--- src/inc/rocs_defs.svh ---
// constants for the reset and oscillator configuration sequencer
`ifndef ROCS_DEFS_SVH
`define ROCS_DEFS_SVH
`define ROCS_CLK_MHZ        100
`define ROCS_POR_US         10
`define ROCS_POR_CYC        (`ROCS_POR_US * `ROCS_CLK_MHZ)
`define ROCS_SETTLE_US      100
`define ROCS_SETTLE_CYC     (`ROCS_SETTLE_US * `ROCS_CLK_MHZ)
`define ROCS_PWRT4_MS       4
`define ROCS_PWRT16_MS      16
`define ROCS_PWRT64_MS      64
`define ROCS_MS_CYC         (1000 * `ROCS_CLK_MHZ)
`define ROCS_MASTER_CLEAR_PIN_FILT_CYC  16
`define ROCS_Q_DIV          4
// register byte offsets
`define ROCS_OFF_TRIM       12'h000
`define ROCS_OFF_CFG        12'h004
`define ROCS_OFF_STAT       12'h008
`define ROCS_OFF_OSC        12'h00C
// reset status bit positions
`define ROCS_ST_BOR         1
`define ROCS_ST_POR         0
`define ROCS_ST_SLEEP       3
`define ROCS_ST_WDTO        4
`define ROCS_ST_SWR         6
`define ROCS_ST_EXTR        7
`define ROCS_ST_IOP         14
`define ROCS_ST_TRAP        15
// oscillator groups and fields
`define ROCS_GRP_PLL        3'b111
`define ROCS_GRP_EXT        3'b011
`define ROCS_GRP_LOW_POWER_RC_OSC       3'b010
`define ROCS_GRP_FRC        3'b001
`define ROCS_GRP_SOSC       3'b000
`define ROCS_CFG_RESET      24'h00_C1_00
`endif

--- src/inc/rocs_pkg.sv ---
// types for the reset and oscillator configuration sequencer
`default_nettype none
package rocs_pkg;
   typedef enum logic [2:0]
   {
      ROCS_HOLD    = 3'b000,
      ROCS_PORWAIT = 3'b001,
      ROCS_PWRWAIT = 3'b011,
      ROCS_Q1WAIT  = 3'b010,
      ROCS_RUN     = 3'b110
   } rocs_state_t;
   typedef struct packed
   {
      logic [1:0] switch_monitor_cfg;
      logic [2:0] poweron_osc_group;
      logic [4:0] primary_osc_select;
      logic [1:0] powerup_timer;
   } rocs_cfg_t;
   typedef struct packed
   {
      logic sw_reset;
      logic wdt_timeout;
      logic wdt_wake;
      logic trap_lockup;
      logic illegal_op;
   } rocs_src_t;
endpackage
`default_nettype wire

--- src/logic/rocs_sequencer.sv ---
// reset sequencer with oscillator configuration and apb registers
//
// Implementation choices: the address map and the APB interface to the registers.
`include "rocs_defs.svh"
`default_nettype none
module rocs_sequencer
   import rocs_pkg::*;
#(
   parameter int POR_CYC    = `ROCS_POR_CYC,
   parameter int SETTLE_CYC = `ROCS_SETTLE_CYC,
   parameter int MS_CYC     = `ROCS_MS_CYC,
   parameter int FILT_CYC   = `ROCS_MASTER_CLEAR_PIN_FILT_CYC
)
(
   input  wire logic        pclk,
   input  wire logic        presetn,
   input  wire logic        psel,
   input  wire logic        penable,
   input  wire logic        pwrite,
   input  wire logic [11:0] paddr,
   input  wire logic [31:0] pwdata,
   output logic      [31:0] prdata,
   output logic             pready,
   output logic             pslverr,
   input  wire logic        supply_rise,
   input  wire logic        brownout,
   input  wire logic        master_clear_pin_i,
   output logic             master_clear_pin_o,
   output logic             master_clear_pin_oe,
   input  wire logic        sleeping,
   input  wire rocs_src_t   src,
   input  wire logic        osc_valid,
   input  wire logic        sys_clk_running,
   input  wire logic        osc_is_crystal,
   output logic             system_reset_n,
   output logic             clock_fail_trap,
   output logic [2:0]       current_osc_group,
   output logic             clock_fail_flag
);
   localparam int PWR_MAX = 64 * MS_CYC;
   localparam int CW      = $clog2(PWR_MAX + 1);
   initial
   begin
      if (POR_CYC < 1 || SETTLE_CYC < 1 || MS_CYC < 1 || FILT_CYC < 2)
         $error("rocs_sequencer: bad timing parameter");
   end

   // oscillator configuration word, written over apb only while system reset is held
   logic [23:0] osc_cfg_word;
   logic [3:0]  frc_trim;
   logic [15:0] reset_control_reg;
   logic        switch_request;
   rocs_state_t state;
   logic [CW-1:0] cnt;

   wire rocs_cfg_t cfg = '{switch_monitor_cfg: osc_cfg_word[15:14],
                           poweron_osc_group:  osc_cfg_word[10:8],
                           primary_osc_select: osc_cfg_word[4:0],
                           powerup_timer:      osc_cfg_word[17:16]};
   wire logic switch_en  = ~cfg.switch_monitor_cfg[1];
   wire logic monitor_en = cfg.switch_monitor_cfg == 2'b00;
   wire logic primary_grp = cfg.poweron_osc_group == `ROCS_GRP_PLL ||
                            cfg.poweron_osc_group == `ROCS_GRP_EXT;
   // mode shown in the osc register when primary or pll is chosen
   wire logic [4:0] primary_mode = primary_grp ? cfg.primary_osc_select : 5'h0_0;

   // two-flop synchronisers for pin and analog inputs
   logic [1:0] sup_s, bor_s, master_clear_pin_s, clk_s;
   always_ff @(posedge pclk or negedge presetn)
   begin
      if (!presetn)
      begin
         sup_s  <= 2'b00;
         bor_s  <= 2'b00;
         master_clear_pin_s <= 2'b11;
         clk_s  <= 2'b00;
      end
      else
      begin
         sup_s  <= {sup_s[0], supply_rise};
         bor_s  <= {bor_s[0], brownout};
         master_clear_pin_s <= {master_clear_pin_s[0], master_clear_pin_i};
         clk_s  <= {clk_s[0], sys_clk_running};
      end
   end

   // master-clear noise filter: low must persist FILT_CYC cycles
   logic [$clog2(FILT_CYC+1)-1:0] filt_cnt;
   logic sup_d;
   wire logic master_clear_pin_low  = ~master_clear_pin_s[1];
   wire logic filt_hit  = master_clear_pin_low && filt_cnt == ($bits(filt_cnt))'(FILT_CYC - 1);
   wire logic por_evt   = sup_s[1] & ~sup_d;
   wire logic bor_evt   = bor_s[1];
   always_ff @(posedge pclk or negedge presetn)
   begin
      if (!presetn)
      begin
         filt_cnt <= '0;
         sup_d    <= 1'b0;
      end
      else
      begin
         sup_d    <= sup_s[1];
         filt_cnt <= !master_clear_pin_low ? '0 : (filt_hit ? filt_cnt : filt_cnt + 1'b1);
      end
   end
   wire logic ext_rst = filt_hit;

   // internal resets never drive the pin
   always_ff @(posedge pclk or negedge presetn)
   begin
      if (!presetn)
      begin
         master_clear_pin_o  <= 1'b0;
         master_clear_pin_oe <= 1'b0;
      end
      else
      begin
         master_clear_pin_o  <= 1'b1;
         master_clear_pin_oe <= 1'b0;
      end
   end

   // quarter-phase divider; first phase pulse every ROCS_Q_DIV cycles
   logic [1:0] qph;
   wire logic q1_edge = qph == 2'd0;
   always_ff @(posedge pclk or negedge presetn)
   begin
      if (!presetn)
         qph <= 2'd0;
      else
         qph <= qph + 2'd1;
   end

   // any reset that restarts the sequence
   wire logic hard_rst = por_evt | bor_evt | ext_rst | src.sw_reset |
                         src.wdt_timeout | src.trap_lockup | src.illegal_op;

   // power-up delay selection; crystal with none gets settle delay
   logic [CW-1:0] pwr_len;
   always_comb
   begin
      unique case (cfg.powerup_timer)
         2'd0: pwr_len = osc_is_crystal ? CW'(SETTLE_CYC) : CW'(0);
         2'd1: pwr_len = CW'(`ROCS_PWRT4_MS * MS_CYC);
         2'd2: pwr_len = CW'(`ROCS_PWRT16_MS * MS_CYC);
         2'd3: pwr_len = CW'(`ROCS_PWRT64_MS * MS_CYC);
      endcase
   end
   wire logic fast_exit = pwr_len == '0 && !monitor_en;

   // sequence state: delays count pclk only, never osc_valid
   rocs_state_t next_state;
   logic [CW-1:0] next_cnt;
   always_comb
   begin
      next_state = state;
      next_cnt   = cnt;
      unique case (state)
         ROCS_HOLD:
         begin
            next_state = ROCS_PORWAIT;
            next_cnt   = '0;
         end
         ROCS_PORWAIT:
            if (cnt == CW'(POR_CYC - 1))
            begin
               next_state = fast_exit || pwr_len == '0 ? ROCS_Q1WAIT : ROCS_PWRWAIT;
               next_cnt   = '0;
            end
            else
               next_cnt = cnt + 1'b1;
         ROCS_PWRWAIT:
            if (cnt == pwr_len - 1'b1)
               next_state = ROCS_Q1WAIT;
            else
               next_cnt = cnt + 1'b1;
         ROCS_Q1WAIT:
            if (q1_edge && (monitor_en || clk_s[1]))
               next_state = ROCS_RUN;
         ROCS_RUN:
            next_state = ROCS_RUN;
      endcase
      if (hard_rst)
      begin
         next_state = ROCS_HOLD;
         next_cnt   = '0;
      end
   end
   wire logic release_now = state == ROCS_Q1WAIT && next_state == ROCS_RUN;
   wire logic fail_now    = release_now && monitor_en && !osc_valid;

   always_ff @(posedge pclk or negedge presetn)
   begin
      if (!presetn)
      begin
         state          <= ROCS_HOLD;
         cnt            <= '0;
         system_reset_n <= 1'b0;
      end
      else
      begin
         state          <= next_state;
         cnt            <= next_cnt;
         system_reset_n <= next_state == ROCS_RUN;
      end
   end

   // apb decode; zero-wait slave; declared ahead of the osc process that reads wr_osc
   wire logic acc      = psel && penable;
   wire logic hit_trim = paddr == `ROCS_OFF_TRIM;
   wire logic hit_cfg  = paddr == `ROCS_OFF_CFG;
   wire logic hit_stat = paddr == `ROCS_OFF_STAT;
   wire logic hit_osc  = paddr == `ROCS_OFF_OSC;
   wire logic mapped   = hit_trim | hit_cfg | hit_stat | hit_osc;
   wire logic wr_trim  = acc && pwrite && hit_trim;
   wire logic wr_cfg   = acc && pwrite && hit_cfg;
   wire logic wr_stat  = acc && pwrite && hit_stat;
   wire logic wr_osc   = acc && pwrite && hit_osc;

   // oscillator group and clock fail handling
   always_ff @(posedge pclk or negedge presetn)
   begin
      if (!presetn)
      begin
         current_osc_group <= 3'b000;
         clock_fail_flag   <= 1'b0;
         clock_fail_trap   <= 1'b0;
         switch_request    <= 1'b0;
      end
      else
      begin
         clock_fail_trap <= fail_now;
         if (por_evt || bor_evt)
         begin
            current_osc_group <= cfg.poweron_osc_group;
            clock_fail_flag   <= 1'b0;
            switch_request    <= 1'b0;
         end
         else if (fail_now)
         begin
            current_osc_group <= `ROCS_GRP_FRC;
            clock_fail_flag   <= 1'b1;
            switch_request    <= 1'b0;
         end
         else if (wr_osc && switch_en)
            switch_request <= pwdata[0];
      end
   end

   // read selection
   wire logic [31:0] rd_mux =
      hit_trim ? {28'h000_0000, frc_trim} :
      hit_cfg  ? {8'h00, osc_cfg_word} :
      hit_stat ? {16'h0000, reset_control_reg} :
      hit_osc  ? {17'h0_0000, current_osc_group, 3'b000, primary_mode,
                  clock_fail_flag, 2'b00, switch_request} : 32'h0000_0000;

   always_ff @(posedge pclk or negedge presetn)
   begin
      if (!presetn)
      begin
         prdata  <= 32'h0000_0000;
         pready  <= 1'b0;
         pslverr <= 1'b0;
      end
      else
      begin
         pready  <= psel && !penable;
         pslverr <= psel && !penable && !mapped;
         prdata  <= (psel && !penable && !pwrite) ? rd_mux : 32'h0000_0000;
      end
   end
   // write takes effect in the access cycle, answered one cycle after setup
   wire logic wr_ok = 1'b1;

   // trim and configuration storage; configuration is programmed, not run-time
   always_ff @(posedge pclk or negedge presetn)
   begin
      if (!presetn)
      begin
         frc_trim     <= 4'h0;
         osc_cfg_word <= `ROCS_CFG_RESET;
      end
      else
      begin
         if (wr_trim && wr_ok)
            frc_trim <= pwdata[3:0];
         if (wr_cfg && !system_reset_n)
            osc_cfg_word <= {6'h00, pwdata[17:16], pwdata[15:14], 3'b000,
                             pwdata[10:8], 3'b000, pwdata[4:0]};
      end
   end

   // reset cause flags; hardware set beats software clear
   logic [15:0] set_mask;
   logic [15:0] keep_mask;
   always_comb
   begin
      set_mask  = 16'h0000;
      keep_mask = 16'hFFFF;
      if (por_evt)
      begin
         keep_mask = 16'h0000;
         set_mask  = 16'h0003;
      end
      else if (bor_evt)
      begin
         keep_mask[`ROCS_ST_POR] = 1'b0;
         set_mask[`ROCS_ST_BOR]  = 1'b1;
      end
      else
      begin
         if (ext_rst)
         begin
            keep_mask[`ROCS_ST_WDTO]   = 1'b0;
            set_mask[`ROCS_ST_EXTR]    = 1'b1;
            set_mask[`ROCS_ST_SLEEP]   = sleeping;
            keep_mask[`ROCS_ST_SLEEP]  = 1'b0;
            keep_mask[`ROCS_ST_SWR]    = sleeping;
         end
         if (src.sw_reset)
         begin
            keep_mask[`ROCS_ST_EXTR] = 1'b0;
            keep_mask[`ROCS_ST_WDTO] = 1'b0;
            keep_mask[`ROCS_ST_SLEEP] = 1'b0;
            set_mask[`ROCS_ST_SWR]   = 1'b1;
         end
         if (src.wdt_timeout)
         begin
            keep_mask[`ROCS_ST_EXTR]  = 1'b0;
            keep_mask[`ROCS_ST_SWR]   = 1'b0;
            keep_mask[`ROCS_ST_SLEEP] = 1'b0;
            set_mask[`ROCS_ST_WDTO]   = 1'b1;
         end
         if (src.wdt_wake)
         begin
            set_mask[`ROCS_ST_WDTO]  = 1'b1;
            set_mask[`ROCS_ST_SLEEP] = 1'b1;
         end
         set_mask[`ROCS_ST_TRAP] = src.trap_lockup;
         set_mask[`ROCS_ST_IOP]  = src.illegal_op;
      end
   end
   wire logic [15:0] sw_keep = wr_stat ? pwdata[15:0] : 16'hFFFF;
   always_ff @(posedge pclk or negedge presetn)
   begin
      if (!presetn)
         reset_control_reg <= 16'h0003;
      else
         reset_control_reg <= (reset_control_reg & keep_mask & sw_keep) | set_mask;
   end
endmodule
`default_nettype wire

--- config.mk ---
export PLATFORM = sky130hd
export DESIGN_NAME = rocs_sequencer
export DESIGN_NICKNAME = d
export VERILOG_FILES = /design/src/inc/rocs_pkg.sv /design/src/logic/rocs_sequencer.sv
export VERILOG_INCLUDE_DIRS = /design/src /design/src/inc
export SDC_FILE = /design/constraint.sdc
export NUM_CORES = 1
export LEC_CHECK = 0
export BUFFER_PORTS_ARGS = -buffer_cell sky130_fd_sc_hd__buf_2
export CAP_MARGIN = 5
export CORE_MARGIN = 10
export CORE_UTILIZATION = 45
export DETAILED_ROUTE_END_ITERATION = 10
export PLACE_DENSITY_LB_ADDON = 0.12
export SYNTH_ARGS = -nofsm -noshare
export SYNTH_HDL_FRONTEND = slang
export SYNTH_SLANG_ARGS = --single-unit
--- constraint.sdc ---
create_clock -name pclk -period 3.5 [get_ports pclk]
set_input_delay 0.35 -clock pclk [delete_from_list [all_inputs] [get_ports pclk]]
set_output_delay 0.35 -clock pclk [all_outputs]
set_load 0.02 [all_outputs]
==> results_dict.tcl, run 1 <==
set metrics [dict create \
    status "finished, violations left" \
    violations "hold timing" \
    drive_above_1_share_pct 24.4 \
    antennaDiodeCount 0 \
    gr-total-overflow 0 \
    synth_edf_count 0 \
    final_cells 781 \
    routed_wl_um 14100 \
    muxShareOfSynthArea_pct 5.93 \
    mostFrequentLayoutCell "dfrtp_1" \
    drc 0 \
    p_sw_uw 581 \
    die_h_um 130 \
    yosysSeqAreaShare_pct 46.9 \
    hp-class "primary input to asynchronous set/reset pin" \
    antenna_found_initial 0 \
    ios 103 \
    fin_ws_ps 171 \
    post_synth_xor_area_fraction_pct 2.66 \
    clk_latency_ps 360 \
    initialDrtViolationCount 361 \
    grt_pass1_wl_um 23300 \
    dp.cells 765 \
    crit_start "osc_cfg_word[16]$_DFFE_PN0P_" \
    avgSynthCellArea_um2 9.94 \
    p_comb_share_pct 5.6 \
    yosysTopAreaCellShare_pct 43.5 \
    yosysWarnings 0 \
    gp_congestion 0.848 \
    yosysTopAreaCell "dfrtp_1" \
    period_share_pct 95.1 \
    start_util_pct 45.7 \
    core_mm2 0.0120 \
    synth_cells 550 \
    die_area_mm2 0.0170 \
    clock_skew_ps 11.6 \
    rows 40 \
    ys_ff_latch 102 \
    viasPerCell 5.66 \
    final_util_pct 53.2 \
    setup_tns_ps 0 \
    clock.fmax_mhz 300 \
    end_kind "flip-flop" \
    pwr-share-seq_pct 50.5 \
    wl_per_cell_um 18.0 \
    cts_sinks 102 \
    p_int_uw 1820 \
    syn2layout_area_growth_pct 16.4 \
    cts_root_buffer "clkbuf_16" \
    worstPathMaxFanout 18 \
    vias 4423 \
    cp_slowest_cell "or4_1" \
    vdd.ir_drop.worst_mv 0.321 \
    worstMarginPinSlew_ps 751 \
    fin_hold_ws_ps -9.63 \
    dpl-instance-area_mm2 0.00603 \
    r2r_start "osc_cfg_word[16]$_DFFE_PN0P_" \
    largest_reg_flops 23 \
    portBuffers 73 \
    synth_cell_type_count 68 \
    layout_min_cycle_time_ps 3330 \
    setup_viol 0 \
    numCtsBuffers 9 \
    dp_hpwl_um 10200 \
    crit_chain "buf_4 -> ha_1 -> buf_12 -> nor4_1 -> nor4b_1 -> or4_1 -> or4_4 -> a2111oi_4 -> nor2_1 -> buf_4 -> and3_1 -> o21ai_0" \
    hold_violations 7 \
    synth-simple-area-share_pct 22.8 \
    maxCapViolations 0 \
    first_pass_iters 5 \
    synth.cell_area_mm2 0.00547 \
    path_common_cell "buf_4" \
    ant_nets 0 \
    clk_path_buf_depth 2 \
    clockPowerShare_pct 43.9 \
    synth-compound-area-share_pct 13.5 \
    ys_async_sr_fraction_pct 100 \
    grt_max_degree 103 \
    grt_pass1_vias 4554 \
    synth_adder_area_share_pct 2.52 \
    htree_levels 3 \
    num-nets-final 701 \
    cts_setup_buffers 0 \
    slew_viol_final 0 \
    path_class "flip-flop to flip-flop" \
    p_leak_uw 0.00299 \
    cts_tree "done" \
    arrival_ps 3610 \
    post-place-ws_ps 154 \
    slew_headroom_pct 49.9 \
    worstSetupStartpointType "flip-flop" \
    crit_required_ps 3780 \
    yosys_most_used_dff "dfrtp_1" \
    grt_use_total_pct 17.3 \
    grt_setup_unrepaired "false" \
    synth_top_family_by_area "simple AND/OR/NAND/NOR gates" \
    critical_path.max_stage_delay_ps 530 \
    switching_share_pct 24.2 \
    design_area_mm2 0.00636 \
    path_clk_slew_ps 80 \
    powerDensity_mw_per_mm2 377 \
    final_cell_mix "95 x dfrtp_1, 72 x buf_2, 61 x nor2_1, 47 x nand2_1, 27 x o21ai_0" \
    die_w_um 130 \
    synthTopCellsByArea "dfrtp_1 43%, nor2_1 4.2%, dfstp_2 3.4%" \
]
==> metrics by stage <==
stage	power [uW]	hold WS (ps)
3_3_place_gp	1370	335
2_1_floorplan	1300	54.4
4_1_cts	2430	79.1
5_1_grt	2500	76.9
3_5_place_dp	1370	339
6_report	2400	-9.63
==> cell type report <==
class	instances	area [um2]
Fill cell	1119	5600
Multi-Input combinational cell	408	2670
Sequential cell	102	2560
Timing Repair Buffer	98	593
Clock buffer	9	225
Tap cell	147	184
Clock inverter	7	91.3
Inverter	10	37.5
==> worst paths after layout <==
| check | end | slack, ps | cells after the start |
|---|---|---|---|
| worst max-delay path | cnt[13]$_DFFE_PN0P_ | 170 | 12 |
| worst min-delay path | cnt[0]$_DFFE_PN0P_ | -10 | 2 |
| worst max register to register | cnt[13]$_DFFE_PN0P_ | 170 | 12 |
| worst min register to register | bor_s[1]$_DFF_PN0_ | 350 | 0 |
| max in group asynchronous | prdata[17]$_DFF_PN0_ | 2990 | 2 |
| min in group pclk | master_clear_pin_s[0]$_DFF_PN1_ | 90 | 1 |
==> power by group through the flow <==
stage / clock network [uW] / logic, uW / registers, uW
final: 1050 / 134 / 1210
after global routing: 1130 / 151 / 1210
after CTS: 1080 / 136 / 1210
after detailed placement: 0 / 135 / 1230
after global placement: 0 / 133 / 1230
after floorplan: 0 / 72.2 / 1230
==> synthesized netlist by cell type, types with 4 or more instances <==
cell type,number
o211a_1,9
nor3_1,10
nand2b_1,11
a22oi_1,10
dfstp_2,7
inv_1,10
o211ai_1,6
nor2_1,61
nand3_1,15
o31ai_1,6
clkbuf_1,17
nor4b_1,4
a21oi_1,14
or4_1,9
xnor2_1,9
dfrtp_1,95
mux2i_1,11
buf_2,5
nor4_1,8
o21ai_0,27
and3_1,15
nand4_1,7
mux2_2,15
nor2b_1,19
nand2_1,47
or3_1,8
ha_1,11
buf_4,16
xor2_1,5
==> timing repair <==
| item | 4_1_cts | 5_1_grt |
|---|---|---|
| hold buffers | 0 | 0 |
| endpoints found under the setup margin | 0 | 6 |
| resized for setup | 0 | 4 |
==> logic make-up after synthesis <==
family                   Yosys count
XOR/XNOR                          15
other                              2
adder cells (fa/ha/maj)           11
AO/OA/AOI/OAI                    103
flip-flops                       102
buffers and inverters             54
AND/OR/NAND/NOR                  235
multiplexers                      28
==> worst max-delay path: cells and delay by family, from the launching register on <==
family | cells | cell delay, ps
and+or+nand+nor | 6 | 1620
adders and majority gates | 1 | 240
buffers and inverters | 3 | 520
DFF | 1 | 380
AOI/OAI and AO/OA | 2 | 490
==> layer usage <==
| layer | global-route usage [%] | wire length, um | vias to the layer above |
|---|---|---|---|
| met2 | 26.7 | 6610 | 143 |
| met1 | 22.9 | 6370 | 2173 |
| met4 | 5.16 | 202 | 0 |
| met5 | 0 | 0 | - |
| li1 | - | - | 2093 |
| met3 | 5.15 | 909 | 14 |
Note: power is estimated with default switching activity, not from simulation.
==> inputs of run 2 (changes only) <==
CORE_UTILIZATION = 56   (was 45)
==> run 2 against run 1 <==
  * The run now ends clean
  * Sequential power about the same
  * First-iteration DRC count decreased by 5.0%
  * Clock skew decreased by 3.7 ps
  * Clock-buffer cell count increased by 3
  * Worst hold slack improved by 61 ps
  * Largest cell class unchanged
  * Worst setup slack improved by 8.0 ps
  * Sequential share of layout area increased by 0.85 points
  * Cell count decreased by 1.8%
  * Critical endpoint is now cnt[19]$_DFFE_PN0P_
==> results_dict.tcl, run 2 (synthesis results as in run 1) <==
set metrics [dict create \
    status "finished clean" \
    vdd.ir_drop.worst_mv 0.221 \
    routed_wl_um 13800 \
    design_area_mm2 0.00623 \
    cts_setup_buffers 0 \
    gp_congestion 0.873 \
    clockPowerShare_pct 35.7 \
    largest_reg_flops 23 \
    rows 36 \
    viasPerCell 5.81 \
    r2r_start "osc_cfg_word[16]$_DFFE_PN0P_" \
    path_clk_slew_ps 100 \
    grt_pass1_wl_um 22600 \
    initialDrtViolationCount 343 \
    grt_pass1_vias 4490 \
    maxCapViolations 0 \
    clk_path_buf_depth 2 \
    drc 0 \
    antenna_found_initial 0 \
    path_class "flip-flop to flip-flop" \
    slew_headroom_pct 43.9 \
    clock_skew_ps 7.87 \
    gr-total-overflow 0 \
    arrival_ps 3590 \
    clk_latency_ps 380 \
    end_kind "flip-flop" \
    final_util_pct 64.6 \
    num-nets-final 701 \
    cts_root_buffer "clkbuf_8" \
    first_pass_iters 5 \
    post-place-ws_ps 55.6 \
    antennaDiodeCount 0 \
    powerDensity_mw_per_mm2 336 \
    hp-class "primary input to asynchronous set/reset pin" \
    clock.fmax_mhz 301 \
    setup_viol 0 \
    worstSetupStartpointType "flip-flop" \
    dp_hpwl_um 10100 \
    hold_violations 0 \
    fin_hold_ws_ps 51.4 \
    worstPathMaxFanout 18 \
    numCtsBuffers 9 \
    seq_area_mm2 0.00256 \
    worstMarginPinSlew_ps 841 \
    portBuffers 73 \
    pwr-share-seq_pct 57.9 \
    slew_viol_final 0 \
    die_h_um 119 \
    layout_min_cycle_time_ps 3320 \
    dpl-instance-area_mm2 0.00600 \
    p_int_uw 1580 \
    vias 4454 \
    core_mm2 0.00964 \
    crit_start "osc_cfg_word[16]$_DFFE_PN0P_" \
    final_cell_mix "95 x dfrtp_1, 72 x buf_2, 61 x nor2_1, 47 x nand2_1, 27 x o21ai_0" \
    grt_max_degree 66 \
    p_comb_share_pct 6.4 \
    period_share_pct 94.9 \
    fill_cells 843 \
    die_w_um 119 \
    cts_sinks 102 \
    hold_buffers 0 \
    multi_input_area_mm2 0.00269 \
    syn2layout_area_growth_pct 14.0 \
    cts_tree "done" \
    htree_levels 3 \
    setup_tns_ps 0 \
    start_util_pct 56.7 \
    wl_per_cell_um 18.0 \
    die_area_mm2 0.0141 \
    switching_share_pct 24.5 \
    ios 103 \
    p_sw_uw 513 \
    p_leak_uw 0.00293 \
    grt_use_total_pct 19.3 \
    fin_ws_ps 179 \
    mostFrequentLayoutCell "dfrtp_1" \
    crit_required_ps 3770 \
    ant_nets 0 \
    post_cts_resize_count 0 \
    drive_above_1_share_pct 24.4 \
]
-- run 2: changes by cell type in the layout (fill, tap and decap cells not counted), sizes merged --
cell / change
clkinv: -2
clkinvlp: +1
clkbuf: +3
inv: -2
-- run 2: path summary, 6_finish.rpt --
kind	end	slack, ps	depth (start not counted)
max	cnt[19]$_DFFE_PN0P_	180	13
min	cnt[8]$_DFFE_PN0P_	50	1
max reg2reg	cnt[19]$_DFFE_PN0P_	180	13
min reg2reg	sup_s[1]$_DFF_PN0_	360	0
max in group asynchronous	reset_control_reg[1]$_DFF_PN1_	2580	2
min in group pclk	master_clear_pin_s[0]$_DFF_PN1_	60	1
-- run 2: critical path, stage by stage (launching register included) --
cell	delay, ps
dfrtp_1	350
inv_1	80
buf_4	160
ha_2	390
or2_2	140
a311oi_1	80
or4_1	580
or4_4	460
a2111oi_4	320
buf_4	170
or2_1	140
buf_12	150
or4_1	130
o21ai_1	60
-- run 2: layout make-up --
cell class | count | area share, %
multi-input combinational | 408 | 43.2
sequential | 102 | 41.1
timing repair buffer | 98 | 9.32
clock inverter | 4 | 0.884
inverter | 10 | 0.603
tap | 133 | 2.67
clock buffer | 12 | 2.17
-- run 2: through the flow --
stage          std cells  power (uW)
2_1_floorplan        564        1300
3_3_place_gp         751        1360
3_5_place_dp         751        1370
4_1_cts              767        2110
5_1_grt              767        2170
6_report             767        2090
-- run 2: power by group through the flow --
stage / Clock (uW) / Sequential, uW / Combinational, uW
after detailed placement: 0 / 1230 / 132
final: 747 / 1210 / 133
after global routing: 807 / 1210 / 149
after global placement: 0 / 1230 / 130
after floorplan: 0 / 1230 / 72.2
after CTS: 763 / 1210 / 134
-- run 2: per-layer routing --
layer	part of all wire, %	up-vias	GRT usage (%)
li1	-	2095	-
met1	45	2180	26.0
met2	46	160	29.7
met3	6.4	19	4.14
met4	2.0	0	7.94
met5	0	-	0
==> inputs of run 3 (changes only) <==
CORE_MARGIN = unset   (was 10)
RECOVER_POWER = 50   (was unset)
==> run 3 against run 2 <==
  * Die area down 28%
  * Critical endpoint is now cnt[9]$_DFFE_PN0P_
  * Critical path type unchanged
  * Core utilization up 1.6 points
  * The run now ends with capacitance limit, slew limit left
  * Highest routed layer unchanged
  * Combinational power barely moved
  * Largest power group unchanged
  * Global-route usage increased by 7.7 points
  * Clock-buffer cell count shrank 3
  * Critical path depth grew 1
  * Sequential share of layout area increased by 0.37 points
  * Worst setup slack got worse by 25 ps
  * Power rose by 0.22%
  * Clock power up 0.8%
  * Cell count fell by 0.91%
==> results_dict.tcl, run 3 (synthesis results as in run 1) <==
set metrics [dict create \
    htree_levels 3 \
    grt_pass1_wl_um 21200 \
    worstPathMaxFanout 18 \
    grt_use_total_pct 27.1 \
    violations "capacitance limit, slew limit" \
    slew_viol_final 55 \
    cts_setup_buffers 0 \
    initialDrtViolationCount 273 \
    path_clk_slew_ps 120 \
    clock_skew_ps 14.3 \
    cts_tree "done" \
    rows 35 \
    slew_headroom_pct -98.5 \
    grt_setup_unrepaired "false" \
    wl_per_cell_um 16.9 \
    die_area_mm2 0.0102 \
    cts_root_buffer "clkbuf_8" \
    crit_required_ps 3820 \
    first_pass_iters 5 \
    viasPerCell 5.79 \
    dp_hpwl_um 9430 \
    vdd.ir_drop.worst_mv 0.212 \
    ant_nets 0 \
    drc 0 \
    die_w_um 101 \
    core_mm2 0.00933 \
    routed_wl_um 12900 \
    hp-class "primary input to flip-flop" \
    clk_path_buf_depth 2 \
    setup_tns_ps 0 \
    arrival_ps 3670 \
    worstMarginPinSlew_ps 2980 \
    numCtsBuffers 9 \
    p_leak_uw 0.00292 \
    reg2reg_slack_ps 150 \
    hold_violations 0 \
    cts_sinks 102 \
    maxCapViolations 1 \
    worstSetupStartpointType "flip-flop" \
    clk_latency_ps 390 \
    path_common_cell "buf_4" \
    mostFrequentLayoutCell "dfrtp_1" \
    crit_chain "inv_1 -> buf_4 -> ha_1 -> nand2b_1 -> nand4b_1 -> buf_4 -> nor3_1 -> or4_1 -> a2111oi_4 -> buf_4 -> or2_1 -> buf_12 -> or4_1 -> a21oi_1" \
    layout_min_cycle_time_ps 3350 \
    final_cell_mix "95 x dfrtp_1, 72 x buf_2, 60 x nor2_1, 47 x nand2_1, 27 x o21ai_0" \
    syn2layout_area_growth_pct 13.0 \
    largest_reg_flops 23 \
    powerDensity_mw_per_mm2 339 \
    status "finished, violations left" \
    num-nets-final 698 \
    vias 4401 \
    grt_max_degree 56 \
    fin_ws_ps 154 \
    grt_pass1_vias 4362 \
    drive_above_1_share_pct 23.8 \
    ios 103 \
    setup_viol 0 \
    portBuffers 73 \
    end_kind "flip-flop" \
    antenna_found_initial 0 \
    gr-total-overflow 0 \
    cp_slowest_cell "or4_1" \
    start_util_pct 58.6 \
    critical_path.max_stage_delay_ps 510 \
    die_h_um 101 \
    gp_congestion 0.870 \
    path_class "flip-flop to flip-flop" \
    post-place-ws_ps 129 \
    period_share_pct 95.6 \
    clock.fmax_mhz 299 \
    antennaDiodeCount 0 \
]
==> run 3: changes by cell type in the layout (fill, tap and decap cells not counted), moves of 2 or more <==
cell / delta
ha_1: +2
clkbuf_1: -2
ha_4: -2
buf_4: -4
inv_8: +2
==> run 3: per-layer routing <==
metal  up-vias  GRT usage (%)  share of wire [%]
met3        15           4.72                5.9
met5         -              0                  0
met2       155           43.3                 48
met4         0           9.14                1.3
met1      2141           37.5                 45
li1       2090              -                  -
==> run 3: where the power goes <==
group | internal [uW] | switching [uW] | total, uW
Combinational | 45.1 | 86.9 | 132
Sequential | 1200 | 12.9 | 1210
Clock | 283 | 470 | 753
==> run 3: cell type report <==
| type | instances | area [um2] |
|---|---|---|
| multi-input combinational | 408 | 2660 |
| timing repair buffer | 95 | 554 |
| inverter | 10 | 37.5 |
| sequential | 102 | 2560 |
| tap | 129 | 161 |
| clock inverter | 7 | 73.8 |
| fill | 765 | 3150 |
| clock buffer | 9 | 124 |
==> run 3: worst paths after layout <==
kind | from | end | depth (start not counted)
max in group asynchronous | presetn | sup_d$_DFF_PN0_ | 1
hold / removal | master_clear_pin_i | master_clear_pin_s[0]$_DFF_PN1_ | 1
setup / recovery | osc_cfg_word[16]$_DFFE_PN0P_ | cnt[9]$_DFFE_PN0P_ | 14
hold reg to reg | bor_s[0]$_DFF_PN0_ | bor_s[1]$_DFF_PN0_ | 0
setup reg to reg | osc_cfg_word[16]$_DFFE_PN0P_ | cnt[9]$_DFFE_PN0P_ | 14
min in group asynchronous | presetn | cnt[0]$_DFFE_PN0P_ | 1
==> run 3: repair_timing <==
| action | 4_1_cts | 5_1_grt |
|---|---|---|
| gates resized for setup | 0 | 3 |
| hold buffers | 0 | 0 |
| setup endpoints to repair | 0 | 7 |
==> run 3: through the flow <==
step	total power [uW]	utilization [%]	instances	cell area (um2)	hold WS, ps
3_3_place_gp	1360	64.0	744	5970	333
3_5_place_dp	1370	64.0	744	5970	341
5_1_grt	2180	66.2	760	6170	43.7
2_1_floorplan	1300	-	564	5520	54.4
4_1_cts	2110	66.2	760	6170	11.6
6_report	2100	66.2	760	6170	59.2
==> run 3: worst max-delay path, delay by kind of cell, from the launching register on <==
kind                     cells  cell delay [ps]
AND/OR/NAND/NOR              6             1570
buffers and inverters        5              750
adder cells (fa/ha/maj)      1              380
flip-flops                   1              370
AO/OA/AOI/OAI                2              230
